### src/rtl/comm_objects_defines.svh
// offsets, indices, reset values, error codes and timing counts of the communication objects
`ifndef COMM_OBJECTS_DEFINES_SVH
`define COMM_OBJECTS_DEFINES_SVH

// object indices
`define IDX_ERROR_HISTORY      16'h1003
`define IDX_SYNC_IDENTIFIER    16'h1005
`define IDX_SYNC_CYCLE_PERIOD  16'h1006
`define IDX_DEVICE_NAME        16'h1008
`define IDX_SOFTWARE_VERSION   16'h100a
`define IDX_GUARD_TIME_MS      16'h100c
`define IDX_LIFETIME_MULT      16'h100d

// error history layout
`define HIST_DEPTH             10
`define HIST_CODE_LSB          0
`define HIST_ERRREG_LSB        16
`define HIST_MODULE_LSB        24
`define HIST_MAX_MODULE        8'h0e

// reset values
`define RST_ERROR_COUNT        8'h00
`define RST_SYNC_IDENTIFIER    32'h0000_0080
`define RST_SYNC_CYCLE         32'h0000_0000
`define RST_GUARD_TIME         16'h0000
`define RST_LIFETIME_MULT      8'h00

// sync identifier fields
`define SYNC_GEN_BIT           30
`define SYNC_EXT_BIT           29
`define SYNC_ID_MSB            10

// cycle period limits, in microseconds
`define SYNC_CYCLE_MIN_US      32'd10000
`define SYNC_CYCLE_STEP_US     32'd1000
`define SYNC_CYCLE_MAX_US      32'd10000000

// timing: 1 ms at 10 MHz
`define CLK_PERIOD_NS          100
`define MS_IN_NS               1000000
`define CYCLES_PER_MS          (`MS_IN_NS / `CLK_PERIOD_NS)

// error codes
`define CODE_NO_ERROR                     16'h0000
`define CODE_ANALOG_IRQ_OFF               16'h0080
`define CODE_INTERNAL_COMM                16'h1000
`define CODE_RX_QUEUE_OVERRUN             16'h6101
`define CODE_TX_QUEUE_OVERRUN             16'h6102
`define CODE_LOCAL_BUS_CFG_TIMEOUT        16'h7001
`define CODE_LOCAL_BUS_CFG_MISMATCH       16'h7002
`define CODE_LOCAL_BUS_RUNTIME_FAULT      16'h7003
`define CODE_FRAME_LOST                   16'h8110
`define CODE_ERROR_PASSIVE                16'h8120
`define CODE_GUARD_MISSING                16'h8130
`define CODE_BUS_OFF_RECOVERED            16'h8140
`define CODE_PDO_SIZE_MISMATCH            16'h8210
`define CODE_RECEIVE_PDO_EXPIRY           16'h8250
`define CODE_SYNC_TIMEOUT                 16'hf001
`define CODE_COUPLER_UPDATE_FAIL          16'hff01
`define CODE_MODULE_UPDATE_FAIL           16'hff02
`define CODE_ADDRESS_SWITCH_CHANGED       16'hff03
`define CODE_UNCONFIGURED_OPERATIONAL     16'hff04

`endif

### src/rtl/comm_objects_pkg.sv
// types shared by the communication object block
package comm_objects_pkg;

    // fault causes, one per error code
    typedef enum logic [4:0] {
        FAULT_CLEARED            = 5'h00,
        FAULT_ANALOG_IRQ_OFF     = 5'h01,
        FAULT_INTERNAL_COMM      = 5'h02,
        FAULT_RX_OVERRUN         = 5'h03,
        FAULT_TX_OVERRUN         = 5'h04,
        FAULT_CFG_TIMEOUT        = 5'h05,
        FAULT_CFG_MISMATCH       = 5'h06,
        FAULT_RUNTIME            = 5'h07,
        FAULT_FRAME_LOST         = 5'h08,
        FAULT_ERROR_PASSIVE      = 5'h09,
        FAULT_GUARD_MISSING      = 5'h0a,
        FAULT_BUS_OFF_RECOVERED  = 5'h0b,
        FAULT_PDO_SIZE           = 5'h0c,
        FAULT_RPDO_EXPIRY        = 5'h0d,
        FAULT_SYNC_TIMEOUT       = 5'h0e,
        FAULT_COUPLER_UPDATE     = 5'h0f,
        FAULT_MODULE_UPDATE      = 5'h10,
        FAULT_SWITCH_CHANGED     = 5'h11,
        FAULT_UNCONFIGURED_OP    = 5'h12
    } fault_cause_t;

    // one reported fault
    typedef struct packed {
        fault_cause_t cause;
        logic [7:0]   module_num;
        logic [7:0]   error_register;
    } fault_event_t;

    // one error history entry
    typedef struct packed {
        logic [7:0]  module_num;
        logic [7:0]  error_register;
        logic [15:0] code;
    } history_entry_t;

    // object dictionary access request
    typedef struct packed {
        logic        write;
        logic [15:0] index;
        logic [7:0]  sub_index;
        logic [31:0] data;
    } od_request_t;

    // object dictionary access answer
    typedef struct packed {
        logic        abort;
        logic [31:0] data;
    } od_answer_t;

    // guarding supervision states, gray along idle-armed-expired
    typedef enum logic [1:0] {
        GUARD_IDLE    = 2'b00,
        GUARD_ARMED   = 2'b01,
        GUARD_EXPIRED = 2'b11
    } guard_state_t;

endpackage

### src/rtl/comm_objects.sv
// communication object entries: error history, sync identifier and period, names, life guarding
`timescale 1ns/1ps
`include "comm_objects_defines.svh"

module comm_objects
    import comm_objects_pkg::*;
#(
    parameter int          DEPTH         = `HIST_DEPTH,
    parameter int          MS_CYCLES     = `CYCLES_PER_MS,
    parameter logic [63:0] NAME_STRING   = 64'h4e4f44455f583031, // arbitrary neutral value
    parameter logic [63:0] VERSION_STR   = 64'h30312e30302e3030  // "01.00.00", arbitrary
) (
    // clock and reset
    input  wire logic                           clk_in,
    input  wire logic                           resetn_in,
    input  wire logic                           clk_en_in,
    // fault reporting
    input  wire logic                           fault_valid_in,
    input  wire comm_objects_pkg::fault_event_t fault_in,
    // object dictionary access
    input  wire logic                           od_valid_in,
    input  wire comm_objects_pkg::od_request_t  od_req_in,
    output logic                                od_done_out,
    output comm_objects_pkg::od_answer_t        od_ans_out,
    // received frames
    input  wire logic                           frame_valid_in,
    input  wire logic [10:0]                    frame_id_in,
    output logic                                sync_hit_out,
    // life guarding
    input  wire logic                           guard_rx_in,
    output logic                                guard_expired_out,
    output logic [23:0]                         guard_timeout_ms_out,
    // sync period view
    output logic [31:0]                         sync_period_out
);
    import comm_objects_pkg::*;

    // refuse sizes that the 8-bit count and sub-index cannot serve
    if (DEPTH < 1 || DEPTH > 255) begin : g_bad_depth
        $error("DEPTH out of range");
    end
    // a zero prescaler would never produce a millisecond tick
    if (MS_CYCLES < 1) begin : g_bad_ms
        $error("MS_CYCLES must be at least 1");
    end

    // ---------------------------------------------------------------
    // helper functions
    // ---------------------------------------------------------------

    // cause to error code mapping
    function automatic logic [15:0] code_of(input fault_cause_t c);
        case (c)
            FAULT_CLEARED:           code_of = `CODE_NO_ERROR;
            FAULT_ANALOG_IRQ_OFF:    code_of = `CODE_ANALOG_IRQ_OFF;
            FAULT_INTERNAL_COMM:     code_of = `CODE_INTERNAL_COMM;
            FAULT_RX_OVERRUN:        code_of = `CODE_RX_QUEUE_OVERRUN;
            FAULT_TX_OVERRUN:        code_of = `CODE_TX_QUEUE_OVERRUN;
            FAULT_CFG_TIMEOUT:       code_of = `CODE_LOCAL_BUS_CFG_TIMEOUT;
            FAULT_CFG_MISMATCH:      code_of = `CODE_LOCAL_BUS_CFG_MISMATCH;
            FAULT_RUNTIME:           code_of = `CODE_LOCAL_BUS_RUNTIME_FAULT;
            FAULT_FRAME_LOST:        code_of = `CODE_FRAME_LOST;
            FAULT_ERROR_PASSIVE:     code_of = `CODE_ERROR_PASSIVE;
            FAULT_BUS_OFF_RECOVERED: code_of = `CODE_BUS_OFF_RECOVERED;
            FAULT_GUARD_MISSING:     code_of = `CODE_GUARD_MISSING;
            FAULT_PDO_SIZE:          code_of = `CODE_PDO_SIZE_MISMATCH;
            FAULT_RPDO_EXPIRY:       code_of = `CODE_RECEIVE_PDO_EXPIRY;
            FAULT_SYNC_TIMEOUT:      code_of = `CODE_SYNC_TIMEOUT;
            FAULT_COUPLER_UPDATE:    code_of = `CODE_COUPLER_UPDATE_FAIL;
            FAULT_MODULE_UPDATE:     code_of = `CODE_MODULE_UPDATE_FAIL;
            FAULT_SWITCH_CHANGED:    code_of = `CODE_ADDRESS_SWITCH_CHANGED;
            FAULT_UNCONFIGURED_OP:   code_of = `CODE_UNCONFIGURED_OPERATIONAL;
            default:                 code_of = `CODE_INTERNAL_COMM;
        endcase
    endfunction

    // legal sync identifier: no generation, no extended id, upper id bits zero
    function automatic logic sync_id_ok(input logic [31:0] v);
        sync_id_ok = (v[`SYNC_GEN_BIT] == 1'b0) && (v[`SYNC_EXT_BIT:`SYNC_ID_MSB+1] == '0);
    endfunction

    // legal period: zero, or 10 ms..10 s in whole milliseconds
    function automatic logic period_ok(input logic [31:0] v);
        period_ok = (v == 32'h0000_0000) ||
                    ((v >= `SYNC_CYCLE_MIN_US) && (v <= `SYNC_CYCLE_MAX_US) &&
                     ((v % `SYNC_CYCLE_STEP_US) == 32'h0000_0000));
    endfunction

    // ---------------------------------------------------------------
    // registers
    // ---------------------------------------------------------------
    history_entry_t hist_q [DEPTH];
    logic [7:0]     count_q;
    logic [31:0]    sync_id_q;
    logic [31:0]    sync_period_q;
    logic [15:0]    guard_time_q;
    logic [7:0]     lifetime_q;
    logic           od_done_q;
    od_answer_t     od_ans_q;
    logic           sync_hit_q;
    guard_state_t   guard_state_q;
    logic [23:0]    guard_ms_left_q;
    logic [31:0]    ms_tick_cnt_q;

    // ---------------------------------------------------------------
    // decode of object dictionary accesses
    // ---------------------------------------------------------------
    wire            od_wr       = od_valid_in && od_req_in.write;
    wire            is_hist     = od_req_in.index == `IDX_ERROR_HISTORY;
    wire            hist_sub0   = is_hist && (od_req_in.sub_index == 8'h00);
    wire            hist_entry  = is_hist && (od_req_in.sub_index != 8'h00) &&
                                  (od_req_in.sub_index <= 8'(DEPTH));
    wire            is_sync_id  = (od_req_in.index == `IDX_SYNC_IDENTIFIER) && (od_req_in.sub_index == 8'h00);
    wire            is_period   = (od_req_in.index == `IDX_SYNC_CYCLE_PERIOD) && (od_req_in.sub_index == 8'h00);
    wire            is_name     = (od_req_in.index == `IDX_DEVICE_NAME) && (od_req_in.sub_index == 8'h00);
    wire            is_version  = (od_req_in.index == `IDX_SOFTWARE_VERSION) && (od_req_in.sub_index == 8'h00);
    wire            is_guard    = (od_req_in.index == `IDX_GUARD_TIME_MS) && (od_req_in.sub_index == 8'h00);
    wire            is_life     = (od_req_in.index == `IDX_LIFETIME_MULT) && (od_req_in.sub_index == 8'h00);
    wire            clear_hist  = od_wr && hist_sub0 && (od_req_in.data == 32'h0000_0000);
    wire            wr_sync_id  = od_wr && is_sync_id && sync_id_ok(od_req_in.data);
    wire            wr_period   = od_wr && is_period && period_ok(od_req_in.data);
    wire            wr_guard    = od_wr && is_guard;
    wire            wr_life     = od_wr && is_life;
    wire            wr_ok       = clear_hist || wr_sync_id || wr_period || wr_guard || wr_life;
    wire [7:0]      hist_idx    = od_req_in.sub_index - 8'h01;

    // read data selection; the strings are returned as two 32-bit halves over sub-index 0 reads
    logic [31:0] rd_data;
    logic        rd_ok;
    always_comb begin
        rd_ok   = 1'b1;
        rd_data = 32'h0000_0000;
        if (hist_sub0) begin
            rd_data = {24'h00_0000, count_q};
        end else if (hist_entry) begin
            rd_data = hist_q[hist_idx[$clog2(DEPTH+1)-1:0]];
        end else if (is_sync_id) begin
            rd_data = sync_id_q;
        end else if (is_period) begin
            rd_data = sync_period_q;
        end else if (is_name) begin
            rd_data = od_req_in.data[0] ? NAME_STRING[63:32] : NAME_STRING[31:0];
        end else if (is_version) begin
            rd_data = od_req_in.data[0] ? VERSION_STR[63:32] : VERSION_STR[31:0];
        end else if (is_guard) begin
            rd_data = {16'h0000, guard_time_q};
        end else if (is_life) begin
            rd_data = {24'h00_0000, lifetime_q};
        end else begin
            rd_ok = 1'b0;
        end
    end

    // ---------------------------------------------------------------
    // error history
    // ---------------------------------------------------------------
    history_entry_t new_entry;
    assign new_entry = '{module_num:     (fault_in.module_num > `HIST_MAX_MODULE) ? `HIST_MAX_MODULE
                                                                                  : fault_in.module_num,
                         error_register: fault_in.error_register,
                         code:           code_of(fault_in.cause)};

    // a fault in the same cycle as a clear wins, so it is never lost
    always_ff @(posedge clk_in) begin
        if (!resetn_in) begin
            count_q <= `RST_ERROR_COUNT;
            for (int i = 0; i < DEPTH; i++) hist_q[i] <= '0;
        end else if (clk_en_in) begin
            if (fault_valid_in) begin
                hist_q[0] <= new_entry;
                for (int i = 1; i < DEPTH; i++) hist_q[i] <= clear_hist ? '0 : hist_q[i-1];
                count_q <= clear_hist ? 8'h01 : ((count_q < 8'(DEPTH)) ? count_q + 8'h01 : count_q);
            end else if (clear_hist) begin
                count_q <= 8'h00;
                for (int i = 0; i < DEPTH; i++) hist_q[i] <= '0;
            end
        end
    end

    // ---------------------------------------------------------------
    // configuration objects and access answer
    // ---------------------------------------------------------------
    always_ff @(posedge clk_in) begin
        if (!resetn_in) begin
            sync_id_q     <= `RST_SYNC_IDENTIFIER;
            sync_period_q <= `RST_SYNC_CYCLE;
            guard_time_q  <= `RST_GUARD_TIME;
            lifetime_q    <= `RST_LIFETIME_MULT;
            od_done_q     <= 1'b0;
            od_ans_q      <= '0;
        end else if (clk_en_in) begin
            if (wr_sync_id) sync_id_q <= od_req_in.data;
            if (wr_period) sync_period_q <= od_req_in.data;
            if (wr_guard) guard_time_q <= od_req_in.data[15:0];
            if (wr_life) lifetime_q <= od_req_in.data[7:0];
            od_done_q <= od_valid_in;
            if (od_valid_in) begin
                od_ans_q.abort <= od_req_in.write ? !wr_ok : !rd_ok;
                od_ans_q.data  <= od_req_in.write ? 32'h0000_0000 : rd_data;
            end
        end
    end

    // ---------------------------------------------------------------
    // sync frame filter
    // ---------------------------------------------------------------
    // bit 31 takes no part in the match
    always_ff @(posedge clk_in) begin
        if (!resetn_in) begin
            sync_hit_q <= 1'b0;
        end else if (clk_en_in) begin
            sync_hit_q <= frame_valid_in && (frame_id_in == sync_id_q[`SYNC_ID_MSB:0]);
        end
    end

    // ---------------------------------------------------------------
    // life guarding of the master
    // ---------------------------------------------------------------
    wire [23:0] lifetime_ms = 24'(guard_time_q) * 24'(lifetime_q);
    wire        guard_on    = (lifetime_q != 8'h00) && (guard_time_q != 16'h0000);
    wire        ms_tick     = ms_tick_cnt_q == 32'(MS_CYCLES - 1);

    // millisecond prescaler; counts whenever guard_on is set, restarts on each guard request
    always_ff @(posedge clk_in) begin
        if (!resetn_in) begin
            ms_tick_cnt_q <= 32'h0000_0000;
        end else if (clk_en_in) begin
            if (guard_rx_in || !guard_on || ms_tick) ms_tick_cnt_q <= 32'h0000_0000;
            else ms_tick_cnt_q <= ms_tick_cnt_q + 32'h0000_0001;
        end
    end

    // supervision arms on the first guard request; expiry is latched until the next request or until guarding is switched off
    always_ff @(posedge clk_in) begin
        if (!resetn_in) begin
            guard_state_q   <= GUARD_IDLE;
            guard_ms_left_q <= 24'h00_0000;
        end else if (clk_en_in) begin
            case (guard_state_q)
                GUARD_IDLE: begin
                    if (guard_on && guard_rx_in) begin
                        guard_state_q   <= GUARD_ARMED;
                        guard_ms_left_q <= lifetime_ms;
                    end
                end
                GUARD_ARMED: begin
                    if (!guard_on) begin
                        guard_state_q <= GUARD_IDLE;
                    end else if (guard_rx_in) begin
                        guard_ms_left_q <= lifetime_ms;
                    end else if (ms_tick) begin
                        if (guard_ms_left_q <= 24'h00_0001) guard_state_q <= GUARD_EXPIRED;
                        guard_ms_left_q <= guard_ms_left_q - 24'h00_0001;
                    end
                end
                GUARD_EXPIRED: begin
                    if (!guard_on) begin
                        guard_state_q <= GUARD_IDLE;
                    end else if (guard_rx_in) begin
                        guard_state_q   <= GUARD_ARMED;
                        guard_ms_left_q <= lifetime_ms;
                    end
                end
                default: guard_state_q <= GUARD_IDLE;
            endcase
        end
    end

    // outputs
    assign od_done_out          = od_done_q;
    assign od_ans_out           = od_ans_q;
    assign sync_hit_out         = sync_hit_q;
    assign guard_expired_out    = guard_state_q == GUARD_EXPIRED;
    assign guard_timeout_ms_out = lifetime_ms;
    assign sync_period_out      = sync_period_q;

endmodule // comm_objects

### config.mk
export PLATFORM = sky130hd
export DESIGN_NAME = comm_objects
export DESIGN_NICKNAME = d
export VERILOG_FILES = /design/src/rtl/comm_objects_pkg.sv /design/src/rtl/comm_objects.sv
export VERILOG_INCLUDE_DIRS = /design/src /design/src/rtl
export SDC_FILE = /design/constraint.sdc
export NUM_CORES = 1
export LEC_CHECK = 0
export BUFFER_PORTS_ARGS = -buffer_cell sky130_fd_sc_hd__buf_2
export CAP_MARGIN = 15
export CORE_UTILIZATION = 28
export DETAILED_ROUTE_END_ITERATION = 10
export PLACE_DENSITY = 0.52
export SYNTH_ARGS = -nofsm -noshare
export SYNTH_HDL_FRONTEND = slang
export SYNTH_SLANG_ARGS = --single-unit
### constraint.sdc
create_clock -name clk_in -period 24 [get_ports clk_in]
set_input_delay 2.4 -clock clk_in [delete_from_list [all_inputs] [get_ports clk_in]]
set_output_delay 2.4 -clock clk_in [all_outputs]
set_load 0.05 [all_outputs]
### Word-level counts from Yosys, hierarchy flattened

Memories as Yosys holds them, arrays and structs flattened.
Index checks and enable logic that the tools add are counted.

| cells by class | value |
|---|---|
| muxes and demuxes | 80 |
| add/sub/neg operators | 4 |
| equal/unequal tests | 20 |
| multiply operators | 1 |
| order comparisons | 6 |
| bitwise operators | 21 |
| div/mod/pow operators | 1 |
| shifts and indexed selects | 0 |
| reductions and logical operators | 53 |

Operators with widths:

| kind | number |
|---|---|
| $mux 32 | 35 |
| $mux 24 | 6 |
| $eq 16x13->1 const B | 7 |
| $pmux 24 s3 | 1 |
| $logic_not 32->1 | 2 |
| $mux 8 | 6 |
| $add 32x1->32 const B | 1 |
| $eq 32x14->1 const B | 1 |
| $ge 32x14->1 const B | 1 |
| $le 32x24->1 const B | 1 |
| $mod 32x10->32 const B | 1 |
| $mux 31 | 1 |
| $mux 30 | 1 |
| $mux 29 | 1 |
| $le 24x1->1 const B | 1 |
| $logic_and 1x1->1 | 24 |
| $mul 16x8->24 | 1 |
| $sub 24x1->24 const B | 1 |
| $mux 21 | 1 |
| $or 1x1->1 | 20 |
| $logic_not 19->1 | 1 |
| $mux 1 | 19 |
| $mux 16 | 1 |
| $reduce_bool 16->1 | 1 |
| 25 further kinds | 51 |

| word-level totals | value |
|---|---|
| memories | 2 |
| output and inout port bits | 92 |
| memory bits (writable) | 320 |
| logic and storage cells | 200 |
| input bits | 96 |
| memory bits (read-only) | 480 |
| latch bits | 0 |
| flip-flop bits (word level) | 189 |

Memory list:

| name | words | bits a word | read ports | clocked after Yosys merged registers in | write ports | line | source |
|---|---|---|---|---|---|---|---|
| (name not given) | 32 | 15 | 1 | 0 | 0 | comm_objects.sv:53 | `case (c)` |
| hist_q | 10 | 32 | 10 | 0 | 10 | comm_objects.sv:92 | `history_entry_t hist_q [DEPTH];` |

### Depth between registers and ports, before layout

Gate-level depths: netlist (run 1).

| depth | value |
|---|---|
| word-level depth | 12 |
| depth in mapped cells | 71 |
| mapped depth without buffers | 56 |

### Worst setup path before layout (run 1)

Ideal clock, no wire load.

| path | value |
|---|---|
| kind | in2reg |
| start point | input port od_req_in[29] (netlist bit) |
| end point | register sync_period_q[4], in the netlist sync_period_out[4] |
| path buffers | 9 |
| arrival | 17193 ps |
| path slack | 6677 ps |
| cell stages on the path | 64 |
| data required time | 23870 ps |
| cells stage by stage | buf_4 and4_4 buf_4 a2111oi_1 or3_1 buf_4 o2111ai_2 a2bb2oi_2 buf_6 o211ai_1 a311oi_2 o22ai_2 buf_4 o21ba_1 or2_0 buf_2 a31o_1 o2111a_1 [28 not listed] a211oi_4 nor3b_1 o31a_1 a311o_2 a31o_2 and3_4 or2_0 buf_2 o41ai_4 mux2i_1 a2bb2o_1 and3_1 o211a_1 o31a_1 o221a_4 buf_2 o21ai_1 a21oi_1 |

| between the ends | value |
|---|---|
| longest elaborated chain between the ends | 6 |

Ends and longest elaborated chain:

| element | line | source |
|---|---|---|
| start: declaration | comm_objects.sv:22 | `input wire comm_objects_pkg::od_request_t od_req_in,` |
| $mod 32x10->32 (no source line) (tied with other cells) | - |  |
| $logic_not 32->1 or $logic_and 1x1->1 (tied branches) | comm_objects.sv:86, comm_objects.sv:85 |  |
| $logic_and 1x1->1 | comm_objects.sv:85 | `` ((v >= `SYNC_CYCLE_MIN_US) && (v <= `SYNC_CYCLE_MAX_US) && `` |
| $logic_or 1x1->1 * | comm_objects.sv:84 | `period_ok = (v == 32'h0000_0000) \|\|` |
| $logic_and 1x1->1 * | comm_objects.sv:121 | `wire wr_period = od_wr && is_period && period_ok(od_req_in.data);` |
| $reduce_and 2->1 (no source line) * | - |  |
| end signal: assignment | comm_objects.sv:186 | `` sync_period_q <= `RST_SYNC_CYCLE; `` |
| end signal: assignment | comm_objects.sv:193 | `if (wr_period) sync_period_q <= od_req_in.data;` |
| end: declaration | comm_objects.sv:95 | `logic [31:0] sync_period_q;` |

Mark *: on every way between the ends. The rest lies on a longest branch, timed or not.
A chain may end at the register's enable or synchronous reset.

### Worst setup path after layout (run 1)

| path | value |
|---|---|
| start point | input port od_req_in[31] (netlist bit) |
| end point | register sync_period_q[11], in the netlist sync_period_out[11] |

The elaborated chain is that of the path after synthesis.

==> run summary, run 1 <==
highest routed layer = met5
Largest stage delay, worst path = 770 ps
die height = 344 um
Core ar. = 116000 sq um
CP Data Arrival Time = 20320 ps
min cycle time layout = 19780 ps
RSZ-0062 raised after global routing = no
Post-Synthesis Cells = 3436
worst hold slack = 465 ps
Layout Cells excl Fill = 5059
Yosys top cell area share = 0.265
register area share after synthesis = 0.381
DPL Wire Length = 71400 um
Worst Path Required = 24550 ps
Post-Synth Adder-Cell Area = 0.0759
Post-Route WL = 98700 um
Setup violations, final = 0
DR vias/cell = 5.23
Post-Place Cells = 4949
slowest cell on the critical path = o221ai_2
clk slew on worst S/H paths = 60 ps
metal2 WL = 41800 um
area delta synth->final = 11.9%
Worst Skew = 47.2 ps
Max Cap Viol = 0
# clock sinks = 479
Worst setup EP type = flip-flop
post-synthesis mux area share = 0.0599
main combinational cell family by area after synthesis = simple AND/OR/NAND/NOR gates
Rel. slew slack = 0.295
Final nets = 3722
Overflow after GRT = 0
die width = 344 um
full die area = 119000 sq um
GRT Total Usage = 0.163
setup tns final = 0 ps
vias = 26437
synth cell count leaders = and2_1 (358), nand2_1 (297), edfxtp_1 (290), nor2_1 (269), a21oi_1 (206)
Top FF cell, synth = edfxtp_1
initial antenna violation count = 16
most common cell in the synthesized netlist = and2_1
layout cells sized above 1 = 0.147
Post-Synth Simple-Gate Area = 0.222
Hold Path Class = flip-flop to flip-flop
register area = 12500 sq um
vias in the first global route = 24983
final hold violations = 0
finished layout cell area = 36700 sq um
Post-DRT Antenna Nets = 0
io pins = 188
Yosys cell types = 153
Crit Path Category = input pin to flip-flop
status = finished, final reports clean
CP Launch Type = input pin
DR WL met3 = 6980 um
crit path max fanout = 22
Post-synth EDFFs = 290
RD Place Congestion = 0.859
Synth Area in Compound Gates = 0.180
global-route wire length before repair = 152000 um
drt wl/cell = 19.5 um
CTS Hold Bufs = 0
input/output buffers = 187
mapped cell area = 32800 sq um
Clock Tree Buf Depth = 3
PostCTS Resize Cnt = 0
Metal-1 WL = 47800 um
largest net degree at the start of global routing = 118
initial core utilization = 0.282
synth warn = 0
Synth area leaders = edfxtp_1 (27%), dfxtp_1 (12%), and2_1 (6.8%)
Post-CTS Setup Bufs = 0
total CTS buffers = 54
Placed Instance Area = 34900 sq um
Fillers = 12052
Avg Cell Area, Syn = 9.55 sq um
CTS tree = done
Fmax achieved = 50.6 MHz
async set-or-reset flop fraction in the synthesized netlist = 0
CTS root buffer = clkbuf_16
final worst-path cycle share = 0.824
max-slew violations = 0
Tightest Pin Transition = 1060 ps
Post-Synth XOR/XNOR Area = 0.0317
drt first pass iters = 6
#FFs+latches synth = 479
DRT iter0 DRCs = 2137
htree depth = 2
area of the multi-input gates = 18800 sq um
Core Rows = 125
# DRC = 0
leading area contributor after synthesis = edfxtp_1
clock latency on the worst-skew pair = 640 ps
==> flip-flops by register name, summed over array words and instances, names as in the netlist <==
| name | cells |
|---|---|
| hist_q | 290 |
| od_ans_out | 33 |
| ms_tick_cnt_q | 32 |
| sync_id_q | 32 |
| sync_period_out | 32 |
| guard_ms_left_q | 24 |
| guard_time_q | 16 |
| count_q | 8 |
| lifetime_q | 8 |
| guard_state_q | 2 |
| od_done_out | 1 |
| sync_hit_out | 1 |
==> final cells by class <==
cell class                 instances  share of cell area
clock inverter                    31             0.00995
multi-input combinational       2595               0.512
inverter                         138              0.0142
tap                             1524              0.0519
sequential                       479               0.340
clock buffer                      69              0.0398
antenna                            8            0.000545
timing repair buffer             215              0.0314
==> per-layer routing <==
layer / GRT usage / up-vias
li1: - / 12583
met1: 0.245 / 12968
met2: 0.240 / 759
met3: 0.0292 / 119
met4: 0.0353 / 8
met5: 0 / -
==> placed cells by master (no fill, tap or decap), drive strengths merged, types with 22 or more instances in the layout <==
cell and count:
buf 215, dfxtp 189, fa 84, o211ai 28
and2 363, nor4 46, xor2 49, nand2 301
o21bai 23, a221oi 22, nor2b 33, clkbuf 69
mux4 58, a31oi 46, xnor2 63, nor2 273
or3 22, a211oi 48, edfxtp 290, ha 59
clkinv 24, or2 29, nand3 103, inv 138
a21oi 214, mux2i 41, o21ai 149, nor3 69
and3 69, a22oi 34
==> cells by family after synthesis <==
kind of cell               after synthesis
other                                    1
xor gates and xnor gates               112
buffers and inverters                  365
AOI/OAI and AO/OA                      814
and+or+nand+nor                       1396
muxes                                  119
adders and majority gates              150
DFF                                    479
==> critical path: cells and delay by family <==
kind / cells / cell delay [ps]
mux: 4 / 1720
compound gates: 34 / 11510
xor+xnor: 1 / 170
buf+inv: 2 / 650
simple gates: 16 / 3830
==> per-stage QoR <==
step,setup WS [ps],util
floorplan,6680,-
global placement,3920,0.300
detailed placement,3550,0.300
CTS,4170,0.316
global route,2760,0.316
finish,4220,0.316
==> worst paths after layout <==
check                           depth (start not counted)  slack [ps]                   to            from
worst min-delay path                                    2         470       od_ans_out[20]  od_ans_out[20]
worst max-delay path                                   57        4220  sync_period_out[11]   od_req_in[31]
worst min register to register                          2         470       od_ans_out[20]  od_ans_out[20]
worst max register to register                         25       17240  guard_ms_left_q[22]   lifetime_q[7]
Power of run 1 is not shown: default switching activity piles up to over one toggle a cycle in this logic, so the estimate is an artifact.
==> inputs of run 2 (changes only) <==
--- a/config.mk
+++ b/config.mk
@@ -10,7 +10,7 @@
 export CAP_MARGIN = 15
 export CORE_UTILIZATION = 28
 export DETAILED_ROUTE_END_ITERATION = 10
-export PLACE_DENSITY = 0.52
+export PLACE_DENSITY = 0.53
 export SYNTH_ARGS = -nofsm -noshare
 export SYNTH_HDL_FRONTEND = slang
 export SYNTH_SLANG_ARGS = --single-unit
==> constraint.sdc (replaced) <==
create_clock -name clk_in -period 17.87 [get_ports clk_in]
set_input_delay 1.787 -clock clk_in [delete_from_list [all_inputs] [get_ports clk_in]]
set_output_delay 1.787 -clock clk_in [all_outputs]
set_load 0.05 [all_outputs]
==> run summary, run 2 (synthesized netlist as in run 1, its figures left out) <==
status = finished, final reports clean
htree depth = 2 (unchanged)
# DRC = 0 (unchanged)
die height = 344 um (unchanged)
most common cell after layout, fill and taps aside = and2_1
Worst setup EP type = flip-flop
Placed Instance Area = 35800 sq um (+2.5%)
Hold Path Class = flip-flop to flip-flop
RD Place Congestion = 0.875 (+1.8%)
drt first pass iters = 5 (-1)
Largest stage delay, worst path = 550 ps (-220 ps)
CTS root buffer = clkbuf_16
# clock sinks = 479 (unchanged)
largest reg by FF count = hist_q
Crit Path Category = input pin to flip-flop
path depth of the worst reg2reg path = 25 (unchanged)
clock latency on the worst-skew pair = 620 ps (-20 ps)
drt wl/cell = 19.5 um (-0.21%)
Worst Path Required = 18370 ps (-6180 ps)
Setup violations, final = 0 (unchanged)
number of flip-flops in the largest register = 290 (unchanged)
clk slew on worst S/H paths = 60 ps (about the same)
WHS Path Cells = 2 (unchanged)
Post-Route WL = 101000 um (+2.3%)
Fillers = 11895 (-1.3%)
Fmax achieved = 58.8 MHz
Clock Tree Buf Depth = 3 (unchanged)
layout cells sized above 1 = 0.187 (+0.0400)
CP Data Arrival Time = 17510 ps (-2810 ps)
full die area = 119000 sq um (unchanged)
Max Cap Viol = 0 (unchanged)
max-slew violations = 0 (unchanged)
crit path max fanout = 14 (-36%)
largest net degree at the start of global routing = 130 (+10%)
global-route wire length before repair = 154000 um (+1.0%)
Overflow after GRT = 0 (unchanged)
Final nets = 3844 (+3.3%)
vias = 27046 (+2.3%)
Core Rows = 125 (unchanged)
CTS tree = done
utilization after layout = 0.327 (+0.0112)
final worst-path cycle share = 0.952
most frequent cells in the layout = and2_1 (358), nand2_1 (295), edfxtp_1 (290)
io pins = 188 (unchanged)
Worst Skew = 23.5 ps (-23.7 ps)
Post-DRT Antenna Nets = 0 (unchanged)
Tightest Pin Transition = 1160 ps (+101 ps)
GRT Total Usage = 0.165 (+0.00230)
min cycle time layout = 17010 ps
finished layout cell area = 38000 sq um (+3.5%)
DPL Wire Length = 72300 um (+1.2%)
input/output buffers = 187 (unchanged)
area delta synth->final = 15.9%
DRT iter0 DRCs = 2357 (+10%)
Core ar. = 116000 sq um (unchanged)
die width = 344 um (unchanged)
slowest cell on the critical path = or4_1
initial core utilization = 0.282 (unchanged)
final hold violations = 0 (unchanged)
DR vias/cell = 5.21 (-0.22%)
vias in the first global route = 25703 (+2.9%)
CP Launch Type = input pin
total CTS buffers = 53 (-1.9%)
Rel. slew slack = 0.228 (-0.0670)
initial antenna violation count = 17 (+1)
==> run 2: path summary, 6_finish.rpt <==
kind         slack (ps)     startpoint                   to
min                 470    od_done_out          od_done_out
max                 860  od_req_in[24]   sync_period_out[1]
max reg2reg       11170  lifetime_q[7]  guard_ms_left_q[22]
min reg2reg         470    od_done_out          od_done_out
==> run 2: worst max-delay path, delay by kind of cell <==
kind                   cells  cell delay, ps
AO/OA/AOI/OAI             31            7810
XOR/XNOR                   1             200
buffers and inverters      3             550
multiplexers               2             660
AND/OR/NAND/NOR           21            6460
==> run 2: timing repair <==
item                                    4_1_cts  5_1_grt
endpoints found under the setup margin        0       33
buffers inserted                              0        8
hold buffers                                  0        0
gates resized for setup                       0       49
==> run 2: cell type report <==
class | instances | area [sq um] | area share
multi-input combinational | 2597 | 19100 | 0.502
sequential | 479 | 12500 | 0.328
timing repair buffer | 336 | 2090 | 0.0549
tap | 1524 | 1910 | 0.0501
clock buffer | 74 | 1550 | 0.0408
inverter | 138 | 520 | 0.0137
clock inverter | 25 | 339 | 0.00892
antenna | 14 | 35.0 | 0.000921
==> run 2: layer usage <==
layer  vias up  global-route usage  share of wire
li1      12849                   -              -
met1     13203               0.245           0.47
met2       850               0.246           0.43
met3       138              0.0270          0.076
met4         6              0.0436          0.024
met5         -                   0        0.00037
==> run 2: through the flow <==
stage,hold WS [ps],setup TNS [ps],cells,setup WS [ps]
after CTS,468,0,5162,405
after detailed placement,460,-4400,5063,-206
after global routing,489,-5.26,5179,-3.43
after floorplan,449,0,3439,1160
after global placement,454,-7030,5063,-284
final,465,0,5187,858
Power of run 2 is left out for the same reason.
